<file path="src/ddilcs_pkg.sv">
`default_nettype none
package ddilcs_pkg;
	// ----------------------------------------------------------------
	// Timing
	// ----------------------------------------------------------------
	localparam int CLK_PERIOD_NS = 40;
	localparam int FIFO_HOLD_NS  = 100;
	localparam int FIFO_HOLD_CYC = (FIFO_HOLD_NS + CLK_PERIOD_NS - 1) / CLK_PERIOD_NS;
	localparam int PLL_LOCK_US   = 30;
	localparam int PLL_LOCK_CYC  = (PLL_LOCK_US * 1000 + CLK_PERIOD_NS - 1) / CLK_PERIOD_NS;
	localparam int LOCK_CW       = 10;
	localparam int HOLD_CW       = 4;

	// ----------------------------------------------------------------
	// Register indices (byte address is four times the index)
	// ----------------------------------------------------------------
	localparam logic [5:0] IDX_PWR_MUX  = 6'h07;
	localparam logic [5:0] IDX_C_BACKUP = 6'h23;
	localparam logic [5:0] IDX_VCO_BR   = 6'h26;
	localparam logic [5:0] IDX_LANE_DIV = 6'h27;
	localparam logic [5:0] IDX_DISP_MUX = 6'h28;
	localparam logic [5:0] IDX_L47      = 6'h2A;
	localparam logic [5:0] IDX_L811     = 6'h2B;
	localparam logic [5:0] IDX_REF_DIV  = 6'h2F;
	localparam logic [5:0] IDX_STATUS   = 6'h30;

	// Storage slots
	localparam logic [2:0] SLOT_PWR_MUX  = 3'h0;
	localparam logic [2:0] SLOT_C_BACKUP = 3'h1;
	localparam logic [2:0] SLOT_VCO_BR   = 3'h2;
	localparam logic [2:0] SLOT_LANE_DIV = 3'h3;
	localparam logic [2:0] SLOT_DISP_MUX = 3'h4;
	localparam logic [2:0] SLOT_L47      = 3'h5;
	localparam logic [2:0] SLOT_L811     = 3'h6;
	localparam logic [2:0] SLOT_REF_DIV  = 3'h7;
	localparam int         NUM_SLOTS     = 8;

	localparam logic [31:0] RST_DISP_MUX = 32'h00000003;
	localparam logic [31:0] RST_OTHER    = 32'h00000000;

	// ----------------------------------------------------------------
	// Field positions
	// ----------------------------------------------------------------
	localparam int TX_EN_BIT      = 4;
	localparam int PLL_ON_BIT     = 26;
	localparam int HALVE_BIT      = 27;
	localparam int BYPASS_BIT     = 28;
	localparam int G1_INCOH_LSB   = 28;
	localparam int G2_INCOH_LSB   = 14;
	localparam int BRANCH0_BIT    = 22;
	localparam int FORCE_G1_BIT   = 0;
	localparam int FORCE_G2_BIT   = 1;
	localparam int FIFO_WRST_BIT  = 2;
	localparam int REF_SRC_LSB    = 8;
	localparam int WCLK_PICK_BIT  = 12;
	localparam int STAGE0_BIT     = 16;
	localparam int STAGE1_G1_BIT  = 19;
	localparam int STAGE1_G2_BIT  = 20;
	localparam int LANE7_PICK_BIT = 25;
	localparam int LANE11_PICK_BIT = 26;
	localparam int STAGE2_G1_BIT  = 5;
	localparam int STAGE2_G2_BIT  = 6;
	localparam int STAGE2_G3_BIT  = 7;
	localparam int G1_TXSRC_LSB   = 22;
	localparam int G2_TXSRC_LSB   = 24;
	localparam int RCLK_LSB       = 26;

	// Field codes
	localparam logic [2:0] INCOH_DISPLAY = 3'h4;
	localparam logic [2:0] INCOH_CORE    = 3'h0;
	localparam logic [1:0] TXSRC_PLL_B   = 2'h3;
	localparam logic [1:0] TXSRC_PLL_C   = 2'h2;
	localparam logic [2:0] RCLK_PLL_B    = 3'h2;
	localparam logic [1:0] FIFO_RST_ON   = 2'h3;
	localparam logic [1:0] FIFO_RST_OFF  = 2'h0;

	typedef enum logic [1:0] {
		FIFO_IDLE  = 2'b00,
		FIFO_HELD  = 2'b01,
		FIFO_READY = 2'b10
	} ddilcs_fifo_state_type;
endpackage
`default_nettype wire

</file>
<file path="src/ddilcs_top.sv">
// The APB register port is this design's own decision.
`timescale 1ns/1ps
`default_nettype none
module ddilcs_top
	import ddilcs_pkg::*;
#(
	parameter int ADDR_W = 8
) (
	input  wire logic              mclk_i,
	input  wire logic              rstn_i,
	input  wire logic              psel_i,
	input  wire logic              penable_i,
	input  wire logic              pwrite_i,
	input  wire logic [ADDR_W-1:0] paddr_i,
	input  wire logic [31:0]       pwdata_i,
	output logic      [31:0]       prdata_o,
	output logic                   pready_o,
	output logic                   pslverr_o,
	output logic                   grp1_tx_bypass_enable_o,
	output logic                   grp2_tx_bypass_enable_o,
	output logic                   grp1_incoh_display_o,
	output logic                   grp1_incoh_core_o,
	output logic                   grp2_incoh_display_o,
	output logic                   grp2_incoh_core_o,
	output logic                   grp1_clock_halve_mode_o,
	output logic                   grp2_clock_halve_mode_o,
	output logic                   lane_seven_link_clock_pick_o,
	output logic                   lane_eleven_link_clock_pick_o,
	output logic                   grp1_tx_from_pll_o,
	output logic                   grp2_tx_from_pll_o,
	output logic                   grp1_pll_power_on_o,
	output logic                   grp2_pll_power_on_o,
	output logic                   grp1_channel1_fed_o,
	output logic                   grp2_channel1_fed_o,
	output logic                   grp1_display_traffic_o,
	output logic                   grp2_display_traffic_o,
	output logic                   grp3_pcie_disable_o,
	output logic                   display_branch_power_on_o,
	output logic      [1:0]        pll_reference_source_o,
	output logic                   fifo_write_clock_pick_o,
	output logic                   fifo_read_from_pll_b_o,
	output logic                   fifo_write_side_reset_o,
	output logic                   fifo_read_side_reset_o,
	output logic                   grp1_transmit_enable_o,
	output logic                   grp2_transmit_enable_o,
	output logic                   receive_detect_flag_o
);

	// ----------------------------------------------------------------
	// Address decode
	// ----------------------------------------------------------------
	function automatic logic [3:0] slot_of(input logic [5:0] idx);
		if (idx == IDX_PWR_MUX) begin
			slot_of = {1'b1, SLOT_PWR_MUX};
		end else if (idx == IDX_C_BACKUP) begin
			slot_of = {1'b1, SLOT_C_BACKUP};
		end else if (idx == IDX_VCO_BR) begin
			slot_of = {1'b1, SLOT_VCO_BR};
		end else if (idx == IDX_LANE_DIV) begin
			slot_of = {1'b1, SLOT_LANE_DIV};
		end else if (idx == IDX_DISP_MUX) begin
			slot_of = {1'b1, SLOT_DISP_MUX};
		end else if (idx == IDX_L47) begin
			slot_of = {1'b1, SLOT_L47};
		end else if (idx == IDX_L811) begin
			slot_of = {1'b1, SLOT_L811};
		end else if (idx == IDX_REF_DIV) begin
			slot_of = {1'b1, SLOT_REF_DIV};
		end else begin
			slot_of = 4'h0;
		end
	endfunction

	logic [31:0]           cfg_reg [NUM_SLOTS];
	logic                  pready_reg;
	logic [31:0]           prdata_reg;
	logic                  pslverr_reg;
	logic [5:0]            acc_idx;
	logic [3:0]            acc_slot;
	logic                  acc_done;
	logic                  acc_first;
	logic [31:0]           status_word;
	logic [1:0]            pll_run_reg;
	logic [1:0]            locked_reg;
	logic [LOCK_CW-1:0]    lock_cnt_reg [2];
	logic [HOLD_CW-1:0]    hold_cnt_reg;
	ddilcs_fifo_state_type fifo_state_reg;
	logic                  detect_reg;
	logic [1:0]            fifo_rst;
	logic                  path1;
	logic                  path2;

	assign acc_idx     = paddr_i[7:2];
	assign acc_slot    = slot_of(acc_idx);
	assign acc_first   = psel_i & penable_i & ~pready_reg;
	assign acc_done    = psel_i & penable_i & pready_reg;
	assign status_word = {28'h0000000, fifo_state_reg == FIFO_READY, locked_reg, detect_reg};
	assign fifo_rst    = cfg_reg[SLOT_DISP_MUX][FIFO_WRST_BIT+1:FIFO_WRST_BIT];

	// ----------------------------------------------------------------
	// APB slave
	// ----------------------------------------------------------------
	always_ff @(posedge mclk_i) begin
		if (!rstn_i) begin
			pready_reg  <= 1'b0;
			prdata_reg  <= 32'h00000000;
			pslverr_reg <= 1'b0;
		end else begin
			pready_reg <= acc_first;
			if (acc_first) begin
				if (acc_slot[3]) begin
					prdata_reg  <= pwrite_i ? 32'h00000000 : cfg_reg[acc_slot[2:0]];
					pslverr_reg <= 1'b0;
				end else if (acc_idx == IDX_STATUS) begin
					prdata_reg  <= pwrite_i ? 32'h00000000 : status_word;
					pslverr_reg <= pwrite_i;
				end else begin
					prdata_reg  <= 32'h00000000;
					pslverr_reg <= 1'b1;
				end
			end else begin
				prdata_reg  <= 32'h00000000;
				pslverr_reg <= 1'b0;
			end
		end
	end

	always_ff @(posedge mclk_i) begin
		if (!rstn_i) begin
			for (int i = 0; i < NUM_SLOTS; i++) begin
				cfg_reg[i] <= (i == int'(SLOT_DISP_MUX)) ? RST_DISP_MUX : RST_OTHER;
			end
		end else if (acc_done && pwrite_i && acc_slot[3]) begin
			cfg_reg[acc_slot[2:0]] <= pwdata_i;
		end
	end

	// ----------------------------------------------------------------
	// PLL power and lock timing per lane group
	// ----------------------------------------------------------------
	for (genvar g = 0; g < 2; g++) begin : gen_pll
		localparam logic [2:0] LSLOT = (g == 0) ? SLOT_L47 : SLOT_L811;
		localparam int         FBIT  = (g == 0) ? FORCE_G1_BIT : FORCE_G2_BIT;

		always_ff @(posedge mclk_i) begin
			if (!rstn_i) begin
				pll_run_reg[g]  <= 1'b0;
				lock_cnt_reg[g] <= '0;
				locked_reg[g]   <= 1'b0;
			end else begin
				pll_run_reg[g] <= cfg_reg[LSLOT][PLL_ON_BIT] & ~cfg_reg[SLOT_DISP_MUX][FBIT];
				if (!pll_run_reg[g]) begin
					lock_cnt_reg[g] <= '0;
					locked_reg[g]   <= 1'b0;
				end else if (lock_cnt_reg[g] == LOCK_CW'(PLL_LOCK_CYC)) begin
					locked_reg[g] <= 1'b1;
				end else begin
					lock_cnt_reg[g] <= lock_cnt_reg[g] + 1'b1;
				end
			end
		end
	end

	// ----------------------------------------------------------------
	// Display FIFO reset tracking
	// ----------------------------------------------------------------
	always_ff @(posedge mclk_i) begin
		if (!rstn_i) begin
			fifo_state_reg <= FIFO_IDLE;
			hold_cnt_reg   <= '0;
		end else begin
			case (fifo_state_reg)
				FIFO_IDLE: begin
					if (fifo_rst == FIFO_RST_ON) begin
						fifo_state_reg <= FIFO_HELD;
						hold_cnt_reg   <= HOLD_CW'(1);
					end
				end
				FIFO_HELD: begin
					if (fifo_rst == FIFO_RST_ON) begin
						if (hold_cnt_reg != '1) begin
							hold_cnt_reg <= hold_cnt_reg + 1'b1;
						end
					end else if (fifo_rst == FIFO_RST_OFF && hold_cnt_reg >= HOLD_CW'(FIFO_HOLD_CYC)) begin
						fifo_state_reg <= FIFO_READY;
					end else begin
						fifo_state_reg <= FIFO_IDLE;
					end
				end
				FIFO_READY: begin
					if (fifo_rst == FIFO_RST_ON) begin
						fifo_state_reg <= FIFO_HELD;
						hold_cnt_reg   <= HOLD_CW'(1);
					end else if (fifo_rst != FIFO_RST_OFF) begin
						fifo_state_reg <= FIFO_IDLE;
					end
				end
				default: begin
					fifo_state_reg <= FIFO_IDLE;
				end
			endcase
		end
	end

	// ----------------------------------------------------------------
	// Setup complete detection
	// ----------------------------------------------------------------
	assign path1 = grp1_display_traffic_o & grp1_channel1_fed_o & locked_reg[0] & grp1_transmit_enable_o;
	assign path2 = grp2_display_traffic_o & grp2_channel1_fed_o & locked_reg[1] & grp2_transmit_enable_o
		& grp3_pcie_disable_o;

	always_ff @(posedge mclk_i) begin
		if (!rstn_i) begin
			detect_reg <= 1'b0;
		end else begin
			detect_reg <= (fifo_state_reg == FIFO_READY) & (path1 | path2);
		end
	end

	// ----------------------------------------------------------------
	// Registered control outputs
	// ----------------------------------------------------------------
	// Transmit and clock controls, including lane seven and eleven link clock picks and the FIFO read clock pick.
	always_ff @(posedge mclk_i) begin
		if (!rstn_i) begin
			grp1_tx_bypass_enable_o       <= 1'b0;
			grp2_tx_bypass_enable_o       <= 1'b0;
			grp1_incoh_display_o          <= 1'b0;
			grp1_incoh_core_o             <= 1'b0;
			grp2_incoh_display_o          <= 1'b0;
			grp2_incoh_core_o             <= 1'b0;
			grp1_clock_halve_mode_o       <= 1'b0;
			grp2_clock_halve_mode_o       <= 1'b0;
			lane_seven_link_clock_pick_o  <= 1'b0;
			lane_eleven_link_clock_pick_o <= 1'b0;
			grp1_tx_from_pll_o            <= 1'b0;
			grp2_tx_from_pll_o            <= 1'b0;
			grp1_channel1_fed_o           <= 1'b0;
			grp2_channel1_fed_o           <= 1'b0;
			grp1_display_traffic_o        <= 1'b0;
			grp2_display_traffic_o        <= 1'b0;
			grp3_pcie_disable_o           <= 1'b0;
			display_branch_power_on_o     <= 1'b0;
			pll_reference_source_o        <= 2'h0;
			fifo_write_clock_pick_o       <= 1'b0;
			fifo_read_from_pll_b_o        <= 1'b0;
			fifo_write_side_reset_o       <= 1'b0;
			fifo_read_side_reset_o        <= 1'b0;
			grp1_transmit_enable_o        <= 1'b0;
			grp2_transmit_enable_o        <= 1'b0;
		end else begin
			grp1_tx_bypass_enable_o <= cfg_reg[SLOT_L47][BYPASS_BIT];
			grp2_tx_bypass_enable_o <= cfg_reg[SLOT_L811][BYPASS_BIT];
			grp1_incoh_display_o <= cfg_reg[SLOT_VCO_BR][G1_INCOH_LSB+2:G1_INCOH_LSB] == INCOH_DISPLAY;
			grp1_incoh_core_o    <= cfg_reg[SLOT_VCO_BR][G1_INCOH_LSB+2:G1_INCOH_LSB] == INCOH_CORE;
			grp2_incoh_display_o <= cfg_reg[SLOT_C_BACKUP][G2_INCOH_LSB+2:G2_INCOH_LSB] == INCOH_DISPLAY;
			grp2_incoh_core_o    <= cfg_reg[SLOT_C_BACKUP][G2_INCOH_LSB+2:G2_INCOH_LSB] == INCOH_CORE;
			grp1_clock_halve_mode_o <= cfg_reg[SLOT_L47][HALVE_BIT];
			grp2_clock_halve_mode_o <= cfg_reg[SLOT_L811][HALVE_BIT];
			lane_seven_link_clock_pick_o  <= cfg_reg[SLOT_DISP_MUX][LANE7_PICK_BIT];
			lane_eleven_link_clock_pick_o <= cfg_reg[SLOT_DISP_MUX][LANE11_PICK_BIT];
			grp1_tx_from_pll_o <= cfg_reg[SLOT_PWR_MUX][G1_TXSRC_LSB+1:G1_TXSRC_LSB] == TXSRC_PLL_B;
			grp2_tx_from_pll_o <= cfg_reg[SLOT_PWR_MUX][G2_TXSRC_LSB+1:G2_TXSRC_LSB] == TXSRC_PLL_C;
			grp1_channel1_fed_o <= ~cfg_reg[SLOT_DISP_MUX][STAGE0_BIT]
				& cfg_reg[SLOT_DISP_MUX][STAGE1_G1_BIT];
			grp2_channel1_fed_o <= ~cfg_reg[SLOT_DISP_MUX][STAGE0_BIT]
				& cfg_reg[SLOT_DISP_MUX][STAGE1_G2_BIT];
			grp1_display_traffic_o <= cfg_reg[SLOT_LANE_DIV][STAGE2_G1_BIT];
			grp2_display_traffic_o <= cfg_reg[SLOT_LANE_DIV][STAGE2_G2_BIT];
			grp3_pcie_disable_o    <= cfg_reg[SLOT_LANE_DIV][STAGE2_G3_BIT];
			display_branch_power_on_o <= cfg_reg[SLOT_VCO_BR][BRANCH0_BIT];
			pll_reference_source_o <= cfg_reg[SLOT_DISP_MUX][REF_SRC_LSB+1:REF_SRC_LSB];
			fifo_write_clock_pick_o <= cfg_reg[SLOT_DISP_MUX][WCLK_PICK_BIT];
			fifo_read_from_pll_b_o  <= cfg_reg[SLOT_PWR_MUX][RCLK_LSB+2:RCLK_LSB] == RCLK_PLL_B;
			fifo_write_side_reset_o <= fifo_rst[0];
			fifo_read_side_reset_o  <= fifo_rst[1];
			grp1_transmit_enable_o  <= cfg_reg[SLOT_L47][TX_EN_BIT];
			grp2_transmit_enable_o  <= cfg_reg[SLOT_L811][TX_EN_BIT];
		end
	end

	assign prdata_o              = prdata_reg;
	assign pready_o              = pready_reg;
	assign pslverr_o             = pslverr_reg;
	assign grp1_pll_power_on_o   = pll_run_reg[0];
	assign grp2_pll_power_on_o   = pll_run_reg[1];
	assign receive_detect_flag_o = detect_reg;

	logic wr_done;
	assign wr_done = acc_done & pwrite_i;
endmodule
`default_nettype wire

</file>
<file path="config.mk">
export PLATFORM = sky130hd
export DESIGN_NAME = ddilcs_top
export DESIGN_NICKNAME = d
export VERILOG_FILES = /design/src/ddilcs_pkg.sv /design/src/ddilcs_top.sv
export SDC_FILE = /design/constraint.sdc
export NUM_CORES = 1
export LEC_CHECK = 0
export ABC_CLOCK_PERIOD_IN_PS = 9750
export BUFFER_PORTS_ARGS = -buffer_cell sky130_fd_sc_hd__buf_2
export CAP_MARGIN = 25
export CORE_UTILIZATION = 47
export CTS_CLUSTER_SIZE = 12
export DETAILED_ROUTE_END_ITERATION = 10
export GPL_TIMING_DRIVEN = 0
export RECOVER_POWER = 25
export SKIP_LAST_GASP = 1
export SYNTH_ARGS = -nofsm -noshare
export SYNTH_HDL_FRONTEND = slang
export SYNTH_SLANG_ARGS = --single-unit
</file>
<file path="constraint.sdc">
create_clock -name mclk_i -period 9.75 [get_ports mclk_i]
set_input_delay 0.4875 -clock mclk_i [delete_from_list [all_inputs] [get_ports mclk_i]]
set_output_delay 0.4875 -clock mclk_i [all_outputs]
set_load 0.005 [all_outputs]
</file>
Yosys cells after proc, flatten, opt, wreduce, memory -nomap -nowiden
Memory sizes are Yosys's and may differ from the RTL's. A register that Yosys moved wholly into a read port is not among the register bits.
Cells that the tools add are included.
- bitwise operators: 26
- reductions and logical operators: 18
- add/subtract/negate cells: 3
- magnitude comparators: 1
- eq/ne operators: 26
- multiplexer cells: 48
- operator list (cell ; count):
    32-bit 2-to-1 mux ; 3
    4-bit 2-to-1 mux ; 13
    6-bit equality test, second input constant ; 8
    10-bit 2-to-1 mux ; 4
    32-bit OR reduction ; 1
    10-bit by 1-bit adder with 10-bit output, second input constant ; 2
    10-bit equality test, second input constant ; 2
    1-bit 2-to-1 mux ; 20
    1-bit bitwise AND ; 15
    2-bit 2-to-1 mux ; 5
    2-bit equality test, second input constant ; 4
    2-bit inequality test, second input constant ; 4
    4-bit one-hot mux with 2 select lines ; 1
    3-bit equality test, second input constant ; 2
    6-bit by 3-bit equality test with 1-bit output, second input constant ; 1
    3-bit zero test ; 2
    1-bit inverter ; 6
    2-bit one-hot mux with 3 select lines ; 1
    2-bit AND reduction ; 3
    1-bit OR ; 5
    4-bit by 1-bit adder with 4-bit output, second input constant ; 1
    4-bit by 2-bit greater-or-equal comparator with 1-bit output, second input constant ; 1
    2-bit zero test ; 2
    4-bit inequality test, second input constant ; 1
    other kinds (12) ; 15
- RAM bits: 276
- input port bits: 45
- register bits after elaboration: 68
- word-level logic and storage cells: 156
- memories kept: 2
- output and inout bits: 63
- memories (name ; depth ; width ; read ports ; clocked after Yosys merged registers in ; write ports ; RTL line ; text):
    cfg_reg ; 8 ; 32 ; 8 ; 1 ; 8 ; ddilcs_top.sv:74 ; logic [31:0] cfg_reg [NUM_SLOTS];
    lock_cnt_reg ; 2 ; 10 ; 2 ; 0 ; 2 ; ddilcs_top.sv:85 ; logic [LOCK_CW-1:0] lock_cnt_reg [2];

Longest topological paths before layout
Gate-level depths: netlist of run 1.
- word-level depth: 15
- depth in mapped cells: 10

Least setup slack after synthesis of run 1
No wires, ideal clock.
- kind: input-to-reg
- start: input paddr_i[5]
- end: memory cfg_reg[4][0], enable pin
- required time: 9.284 ns
- stages: 6
- slack: 5.571 ns
- setup time: 0.466 ns
- data arrival time: 3.713 ns
- path buffers: 3
- path through: buf_4 -> nor3b_1 -> nand2_1 -> clkbuf_1 -> buf_1 -> o21ai_0
- RTL lines (element ; RTL line ; text):
    start: declaration ; ddilcs_top.sv:14 ; input wire logic [ADDR_W-1:0] paddr_i,
    end: declaration ; ddilcs_top.sv:74 ;

==> qor.csv, run 1 <==
stage,metric,value,unit
run_status,status,"finished, violations left",
run_status,failing checks,DRC,
power_and_ir_drop,P per Cell Area,184.6,mW/mm^2
final_layout,"commonest non-fill, non-tap cell in the layout",edfxtp_1,
logic_synthesis,Mapped Avg Cell Area,12.93,sq um
final_layout,most frequent cells in the layout,"edfxtp_1 (276), and2_1 (160), and3_1 (150), clkbuf_1 (120), buf_2 (81)",
cts,Skew-Pair Late Insertion Delay,0.53,ns
power_and_ir_drop,Pleak,7.072,nW
drt,drt drc,14,
logic_synthesis,"Seq/Total Area, Yosys",65.84,%
timing,worst slew pin tran,1.315,ns
critical_path,worst-path fanout max,19,
critical_path,Most Frequent Cell on Critical Path,clkbuf_1,
timing,RSZ-0062 raised after global routing,no,
cts,postcts setup bufs,0,
cts,clock sinks,347,
cts,Hold Buf Count CTS,0,
drt,Initial DRC Count,894,
floorplan,die area,0.03209,sq mm
logic_synthesis,Post-synth ARST share,0,%
worst_hold_path,HP Class,input pin to register,
timing,f_max,265.4,MHz
logic_synthesis,Main synth FF type,edfxtp_1,
final_layout,layout cells sized above 1,11.71,%
final_layout,fillcell total,2615,
critical_path,worst path bufs/invs,3,
drt,DRT Pass-1 Iters,9,
global_route,initial antenna violation count,1,
logic_synthesis,Synth top area share,56.20,%
flow_run,max cap viols,0,
critical_path,crit end category,register,
drt,DRT antenna net count,0,
drt,routed len/inst,24.58,microns
global_route,vias in the first global route,9798,
critical_path,CP Class,input pin to register,
cts,CTS root buf,clkbuf_16,
cts,Clock H-tree levels,2,
floorplan,Initial Util,47.96,%
critical_path,CP required,9.97,ns
drt,routed wire length,42310,microns
timing,Final Max Slew Viols,0,
timing,TNS Setup,0,ns
final_layout,Non-Filler Instances,1721,
final_layout,Largest register FFs,256,
cts,"CTS clk-pin slew, worst paths",0.06,ns
floorplan,IO Count,108,
timing,Clock Skew,0.01195,ns
floorplan,Chip Width,179.1,microns
timing,Final Hold Vio Count,0,
critical_path,"critical path, cell by cell","clkbuf_1, nand2b_1, xnor2_1, nand3_1, clkbuf_1, nand2_1, nor4_1, nand2b_2, buf_12",
logic_synthesis,YS warnings,0,
drt,via/cell ratio,5.863,
final_layout,# nets final,1344,
cts,Clock Path Buffers,3,
timing,Setup-failing EPs final,0,
place,number of port buffers,104,
critical_path,startpoint types,input pin,
global_route,Total GRT Usage,26.65,%
place,GPL Wtd Cong,0.8863,
logic_synthesis,Area contributors post-synth,"edfxtp_1 (56%), dfxtp_1 (9.6%), and2_1 (7.6%)",
logic_synthesis,Synth Net Count,1191,
logic_synthesis,#FFs+latches synth,347,
floorplan,chip height,179.1,microns
logic_synthesis,"EDFF count, synth",276,
drt,via count,10090,
power_and_ir_drop,VDD IR max,122.2,uV
final_layout,Final Core Density,55.75,%
critical_path,arrival time worst endpoint,3.99,ns
cts,CTS resizes,0,
timing,Hold WS,0.3265,ns
global_route,largest net degree at the start of global routing,24,
timing,Tcrit/Tclk final,38.64,%
cts,TritonCTS Buffers,38,
floorplan,total core area,0.03075,sq mm
logic_synthesis,Post-Syn Instances,1141,
global_route,first-pass GRT wire length,61250,microns
logic_synthesis,Netlist Area Pre-Place,0.01475,sq mm
place,Placed Cells,1650,
timing,max_slew headroom,11.50,%
logic_synthesis,Yosys cell types,50,
critical_path,critical path's top delay family,simple AND/OR/NAND/NOR gates,
final_layout,Area Overhead vs Synth,16.23,%
place,post-DP HPWL,27500,microns
critical_path,slowest CP cell,nor4_1,
floorplan,row cnt,64,
critical_path,"slowest stage delay, CP",1.17,ns
logic_synthesis,largest area contributor in the netlist,edfxtp_1,
timing,minimum clock period,3.768,ns
cts,CTS tree,built,
global_route,grt ovf,0,
power by group:
part / leakage, nW / switching (mW) / internal [mW]
clock network: 0.575 / 0.567 / 0.816
logic: 3.01 / 0.0973 / 0.0418
registers: 3.49 / 0.0125 / 1.63
total: 7.07 / 0.677 / 2.49
layer usage:
layer	vias to the layer above	GRT usage [%]	share of wire, %
li1	4560	-	-
met1	4996	36.65	43
met2	436	42.73	46
met3	98	3.986	7.3
met4	0	9.909	3.4
met5	-	0	0
layout make-up:
type | count | area (sq um) | area share [%]
Tap cell | 396 | 495.5 | 2.891
Inverter | 4 | 15.01 | 0.08759
Antenna cell | 1 | 2.502 | 0.01460
Clock buffer | 63 | 1129 | 6.584
Buffer | 84 | 359.1 | 2.095
Sequential cell | 347 | 9709 | 56.64
Clock inverter | 7 | 61.31 | 0.3577
Multi-Input combinational cell | 706 | 4721 | 27.54
Timing Repair Buffer | 113 | 649.4 | 3.788
per-stage QoR:
| step | setup slack (ns) | total power [mW] | area (sq um) |
|---|---|---|---|
| 2_1_floorplan | 5.571 | 1.735 | 14750 |
| 3_3_place_gp | 2.578 | 1.805 | 15760 |
| 3_5_place_dp | 6.447 | 1.812 | 16030 |
| 4_1_cts | 6.973 | 3.177 | 17220 |
| 5_1_grt | 5.884 | 3.246 | 17140 |
| 6_report | 5.982 | 3.164 | 17140 |
final timing paths:
kind                                      from                     end  cells after the start  slack [ns]
worst max-delay path                paddr_i[4]          cfg_reg[0][28]                      9        5.98
worst min-delay path              pwdata_i[13]          cfg_reg[1][13]                      2        0.33
worst max register to register        pready_o          cfg_reg[0][28]                      6        6.36
worst min register to register  cfg_reg[0][28]  fifo_read_from_pll_b_o                      1        0.46
synthesized netlist by cell type (all sizes together) (6+ instances only):
master and number:
mux2i 58, nand3 21, buf 31, nor4 8, xnor2 6, o21ai 12
a21oi 8, o22a 29, o22ai 12, nand2 25, nor3 6, and3 150
dfxtp 71, edfxtp 276, and2 179, a31oi 80, nor2 46, xor2 11
clkbuf 53
worst register-to-register path: stages (launching register included):
cell,delay (ns)
dfxtp_1,0.42
nand2_1,0.13
nor2_1,0.13
nand2_1,0.27
nor4_1,1.17
nand2b_2,0.69
buf_12,0.27
cells by family (layout without fill, tap and decap cells):
logic type	after synthesis	in the layout	share of synthesized area, %
other	0	1	0
buffers and inverters	88	271	2.571
multiplexers	58	58	3.937
flip-flops	347	347	65.84
XOR/XNOR	17	17	1.010
adder cells (fa/ha/maj)	6	6	0.4921
AND/OR/NAND/NOR	471	471	18.99
AO/OA/AOI/OAI	154	154	7.169
(Power assumes the default switching activity.)
==> run 2, diff against run 1 <==
ABC_AREA = 1   (was not set)
ABC_CLOCK_PERIOD_IN_PS = 3600   (was 9750)
clock period = 3.6 ns   (was 9.75 ns; I/O delays follow)
==> qor.csv, run 2 <==
stage,metric,value,unit,change
logic_synthesis,Yosys cell types,38,,-24%
logic_synthesis,Netlist Area Pre-Place,0.01584,sq mm,+7.4%
logic_synthesis,top-count cell post-synth,nor2_1,,
timing,f_max,346.8,MHz,
drt,routed len/inst,18.73,microns,-24%
flow_run,max cap viols,0,,unchanged
final_layout,Largest register FFs,256,,unchanged
worst_hold_path,WHS Endpoint,cfg_reg[2][11],,
timing,worst slew pin tran,1.001,ns,-0.3147 ns
logic_synthesis,Area contributors post-synth,"edfxtp_1 (52%), dfxtp_1 (9.0%), nor2_1 (8.4%)",,
critical_path,Worst Reg-to-Reg Cells,8,,+2
run_status,status,completed,,
critical_path,slowest CP cell,clkbuf_1,,
global_route,vias in the first global route,11530,,+18%
drt,via count,12150,,+20%
floorplan,Initial Util,48.20,%,+0.24 points
timing,Clock Skew,0.01062,ns,-0.001324 ns
cts,Clock Path Buffers,3,,unchanged
critical_path,crit end category,register,,
drt,Initial DRC Count,1031,,+15%
place,post-DP HPWL,29930,microns,+8.9%
timing,Final Max Slew Viols,0,,unchanged
global_route,Total GRT Usage,26.40,%,-0.25 points
floorplan,die area,0.03445,sq mm,+7.3%
critical_path,"critical path, cell by cell","dlygate4sd3_1, buf_2, nand2_1, inv_1, nand4_1, inv_1, nand3_2, inv_1, nand2_1, clkbuf_1, nand2_2, buf_16",,
power_and_ir_drop,Power Internal,6.686,mW,+170%
power_and_ir_drop,VDD IR max,404.8,uV,+230%
logic_synthesis,Commonest cells post-synth,"nor2_1 (356), inv_1 (321), nand2_1 (290), edfxtp_1 (276), nand3_1 (140)",,
logic_synthesis,multiplexer area fraction after synthesis,0,%,-3.9 points
critical_path,CP Class,input pin to register,,
logic_synthesis,main combinational cell family by area after synthesis,simple AND/OR/NAND/NOR gates,,
power_and_ir_drop,Clk pwr share,43.0,%,-0.7 points
global_route,first-pass GRT wire length,66620,microns,+8.8%
final_layout,Ant. Diodes,0,,-1
cts,Skew-Pair Late Insertion Delay,0.52,ns,about the same
final_layout,fillcell total,3132,,+20%
final_layout,register area,0.009709,sq mm,unchanged
cts,CTS tree,built,,
worst_hold_path,hold_sp,pwdata_i[11],,
logic_synthesis,Post-Syn Instances,1736,,+52%
power_and_ir_drop,switching share of power,22.36,%,+0.97 points
critical_path,"slowest stage delay, CP",0.66,ns,-0.51 ns
logic_synthesis,"EDFF count, synth",276,,unchanged
drt,drt drc,0,,-14
place,GPL Wtd Cong,0.8494,,-4.2%
logic_synthesis,fraction of the mapped netlist area in adder cells,0.3949,%,-0.097 points
final_layout,layout cells sized above 1,10.38,%,-1.3 points
critical_path,"setup slack, reg-to-reg",0.80,ns,-5.56 ns
place,Place WS,0.3985,ns,-6.048 ns
drt,routed wire length,44210,microns,+4.5%
worst_hold_path,Hold Path Depth,3,,+1
global_route,grt ovf,0,,unchanged
worst_hold_path,HP Class,input pin to register,,
critical_path,startpoint types,input pin,,
final_layout,Multi-input gate area,0.004412,sq mm,-6.5%
cts,"CTS clk-pin slew, worst paths",0.06,ns,about the same
drt,DRT antenna net count,0,,unchanged
power_and_ir_drop,Combinational Power Share,5.4,%,+1.0 points
logic_synthesis,compound-cell area share of the yosys netlist,1.035,%,-6.1 points
floorplan,chip height,185.6,microns,+3.6%
final_layout,Area Overhead vs Synth,14.55,%,
logic_synthesis,Synth top area share,52.31,%,-3.9 points
logic_synthesis,Post-synth ARST share,0,%,unchanged
logic_synthesis,YS warnings,0,,unchanged
cts,clock sinks,347,,unchanged
power_and_ir_drop,P_sw,1.926,mW,+180%
critical_path,arrival time worst endpoint,3.15,ns,-0.84 ns
power_and_ir_drop,P per Cell Area,474.5,mW/mm^2,+160%
drt,via/cell ratio,5.148,,-12%
power_and_ir_drop,sequential share of power,51.6,%,-0.3 points
floorplan,total core area,0.03287,sq mm,+6.9%
critical_path,worst-path fanout max,18,,-1
timing,Tcrit/Tclk final,80.09,%,
drt,DRT Pass-1 Iters,5,,-4
timing,Final Hold Vio Count,0,,unchanged
floorplan,row cnt,66,,+3.1%
logic_synthesis,Synth Area in XOR/XNOR,0.1106,%,-0.90 points
logic_synthesis,Main synth FF type,edfxtp_1,,
cts,Clock H-tree levels,2,,unchanged
final_layout,# nets final,1939,,+44%
cts,TritonCTS Buffers,39,,+2.6%
timing,TNS Setup,0,ns,unchanged
timing,final worst slack,0.7166,ns,-5.266 ns
critical_path,CP required,3.87,ns,-6.10 ns
logic_synthesis,largest area contributor in the netlist,edfxtp_1,,
floorplan,IO Count,108,,unchanged
timing,Setup-failing EPs final,0,,unchanged
logic_synthesis,Synth Area in Simple Gates,26.50,%,+7.5 points
timing,Hold WS,0.07927,ns,-0.2473 ns
timing,minimum clock period,2.883,ns,
logic_synthesis,#FFs+latches synth,347,,unchanged
place,number of port buffers,104,,unchanged
cts,CTS root buf,clkbuf_16,,
logic_synthesis,Mapped Avg Cell Area,9.126,sq um,-29%
final_layout,"commonest non-fill, non-tap cell in the layout",nor2_1,,
critical_path,Most Frequent Cell on Critical Path,inv_1,,
timing,max_slew headroom,33.05,%,+22 points
critical_path,Reg-to-Reg End,cfg_reg[3][12],,
global_route,initial antenna violation count,0,,-1
timing,RSZ-0062 raised after global routing,no,,
logic_synthesis,Synth Net Count,1786,,+50%
final_layout,most frequent cells in the layout,"nor2_1 (356), inv_1 (322), nand2_1 (284), edfxtp_1 (276), nand3_1 (141)",,
power_and_ir_drop,Pleak,8.262,nW,+17%
global_route,largest net degree at the start of global routing,33,,+38%
cts,postcts setup bufs,0,,unchanged
floorplan,Chip Width,185.6,microns,+3.6%
logic_synthesis,"Seq/Total Area, Yosys",61.29,%,-4.5 points
critical_path,r2r startpoint,pready_o,,
[run 2: worst max-delay path, delay by kind of cell]
kind	cells	cell delay [ns]
buffers and inverters	7	1.87
AND/OR/NAND/NOR	5	1.07
[run 2: cell families (layout without fill, tap and decap cells)]
| kind of cell | Yosys count | after routing |
|---|---|---|
| AND/OR/NAND/NOR | 936 | 936 |
| adder cells (fa/ha/maj) | 5 | 5 |
| XOR/XNOR | 2 | 2 |
| AO/OA/AOI/OAI | 30 | 30 |
| flip-flops | 347 | 347 |
| buffers and inverters | 416 | 598 |
[run 2: worst max-delay path by stage]
stage                          start              to  depth (start not counted)
after floorplan           paddr_i[5]   cfg_reg[2][0]                         12
after global placement    paddr_i[2]   cfg_reg[5][1]                          9
after detailed placement  paddr_i[2]   cfg_reg[6][0]                          9
after CTS                   pready_o  cfg_reg[6][17]                          5
after global routing       penable_i  cfg_reg[3][23]                         12
final                      penable_i  cfg_reg[3][12]                         12
[run 2: area by class of cell]
| class | count | area share (%) |
|---|---|---|
| plain buffers | 87 | 2.386 |
| clock buffers | 56 | 6.129 |
| well taps | 442 | 3.047 |
| inverters | 329 | 6.805 |
| clock inverters | 14 | 0.3585 |
| repair buffers | 112 | 3.461 |
| flip-flops and latches | 347 | 53.50 |
| multi-input cells | 973 | 24.31 |
[run 2: per-stage QoR]
stage          total power [mW]  std cells  utilization (%)  cell area, sq um
6_report                  8.612       2360            55.22             18150
5_1_grt                   8.853       2360            55.22             18150
4_1_cts                   8.658       2360            55.61             18280
3_5_place_dp              4.991       2288            51.96             17080
3_3_place_gp              4.966       2282            51.47             16920
2_1_floorplan             4.795       1736                -             15840
[run 2: layer usage]
layer / part of all wire (%) / up-vias / global-route usage (%)
li1: - / 5844 / -
met1: 43 / 5782 / 35.52
met2: 47 / 434 / 43.30
met3: 6.6 / 90 / 3.111
met4: 3.6 / 0 / 11.08
met5: 0 / - / 0
[run 2: what timing repair did]
action | CTS | global route
endpoints found under the hold margin | 1 | 0
hold buffers | 2 | 0
endpoints found under the setup margin | 0 | 0
resized for setup | 0 | 0
[run 2: power groups by stage]
stage | sequential [mW] | combinational, mW | clock (mW)
3_3_place_gp | 4.53 | 0.434 | 0
2_1_floorplan | 4.52 | 0.271 | 0
5_1_grt | 4.45 | 0.509 | 3.89
6_report | 4.44 | 0.461 | 3.71
4_1_cts | 4.44 | 0.465 | 3.75
3_5_place_dp | 4.53 | 0.462 | 0
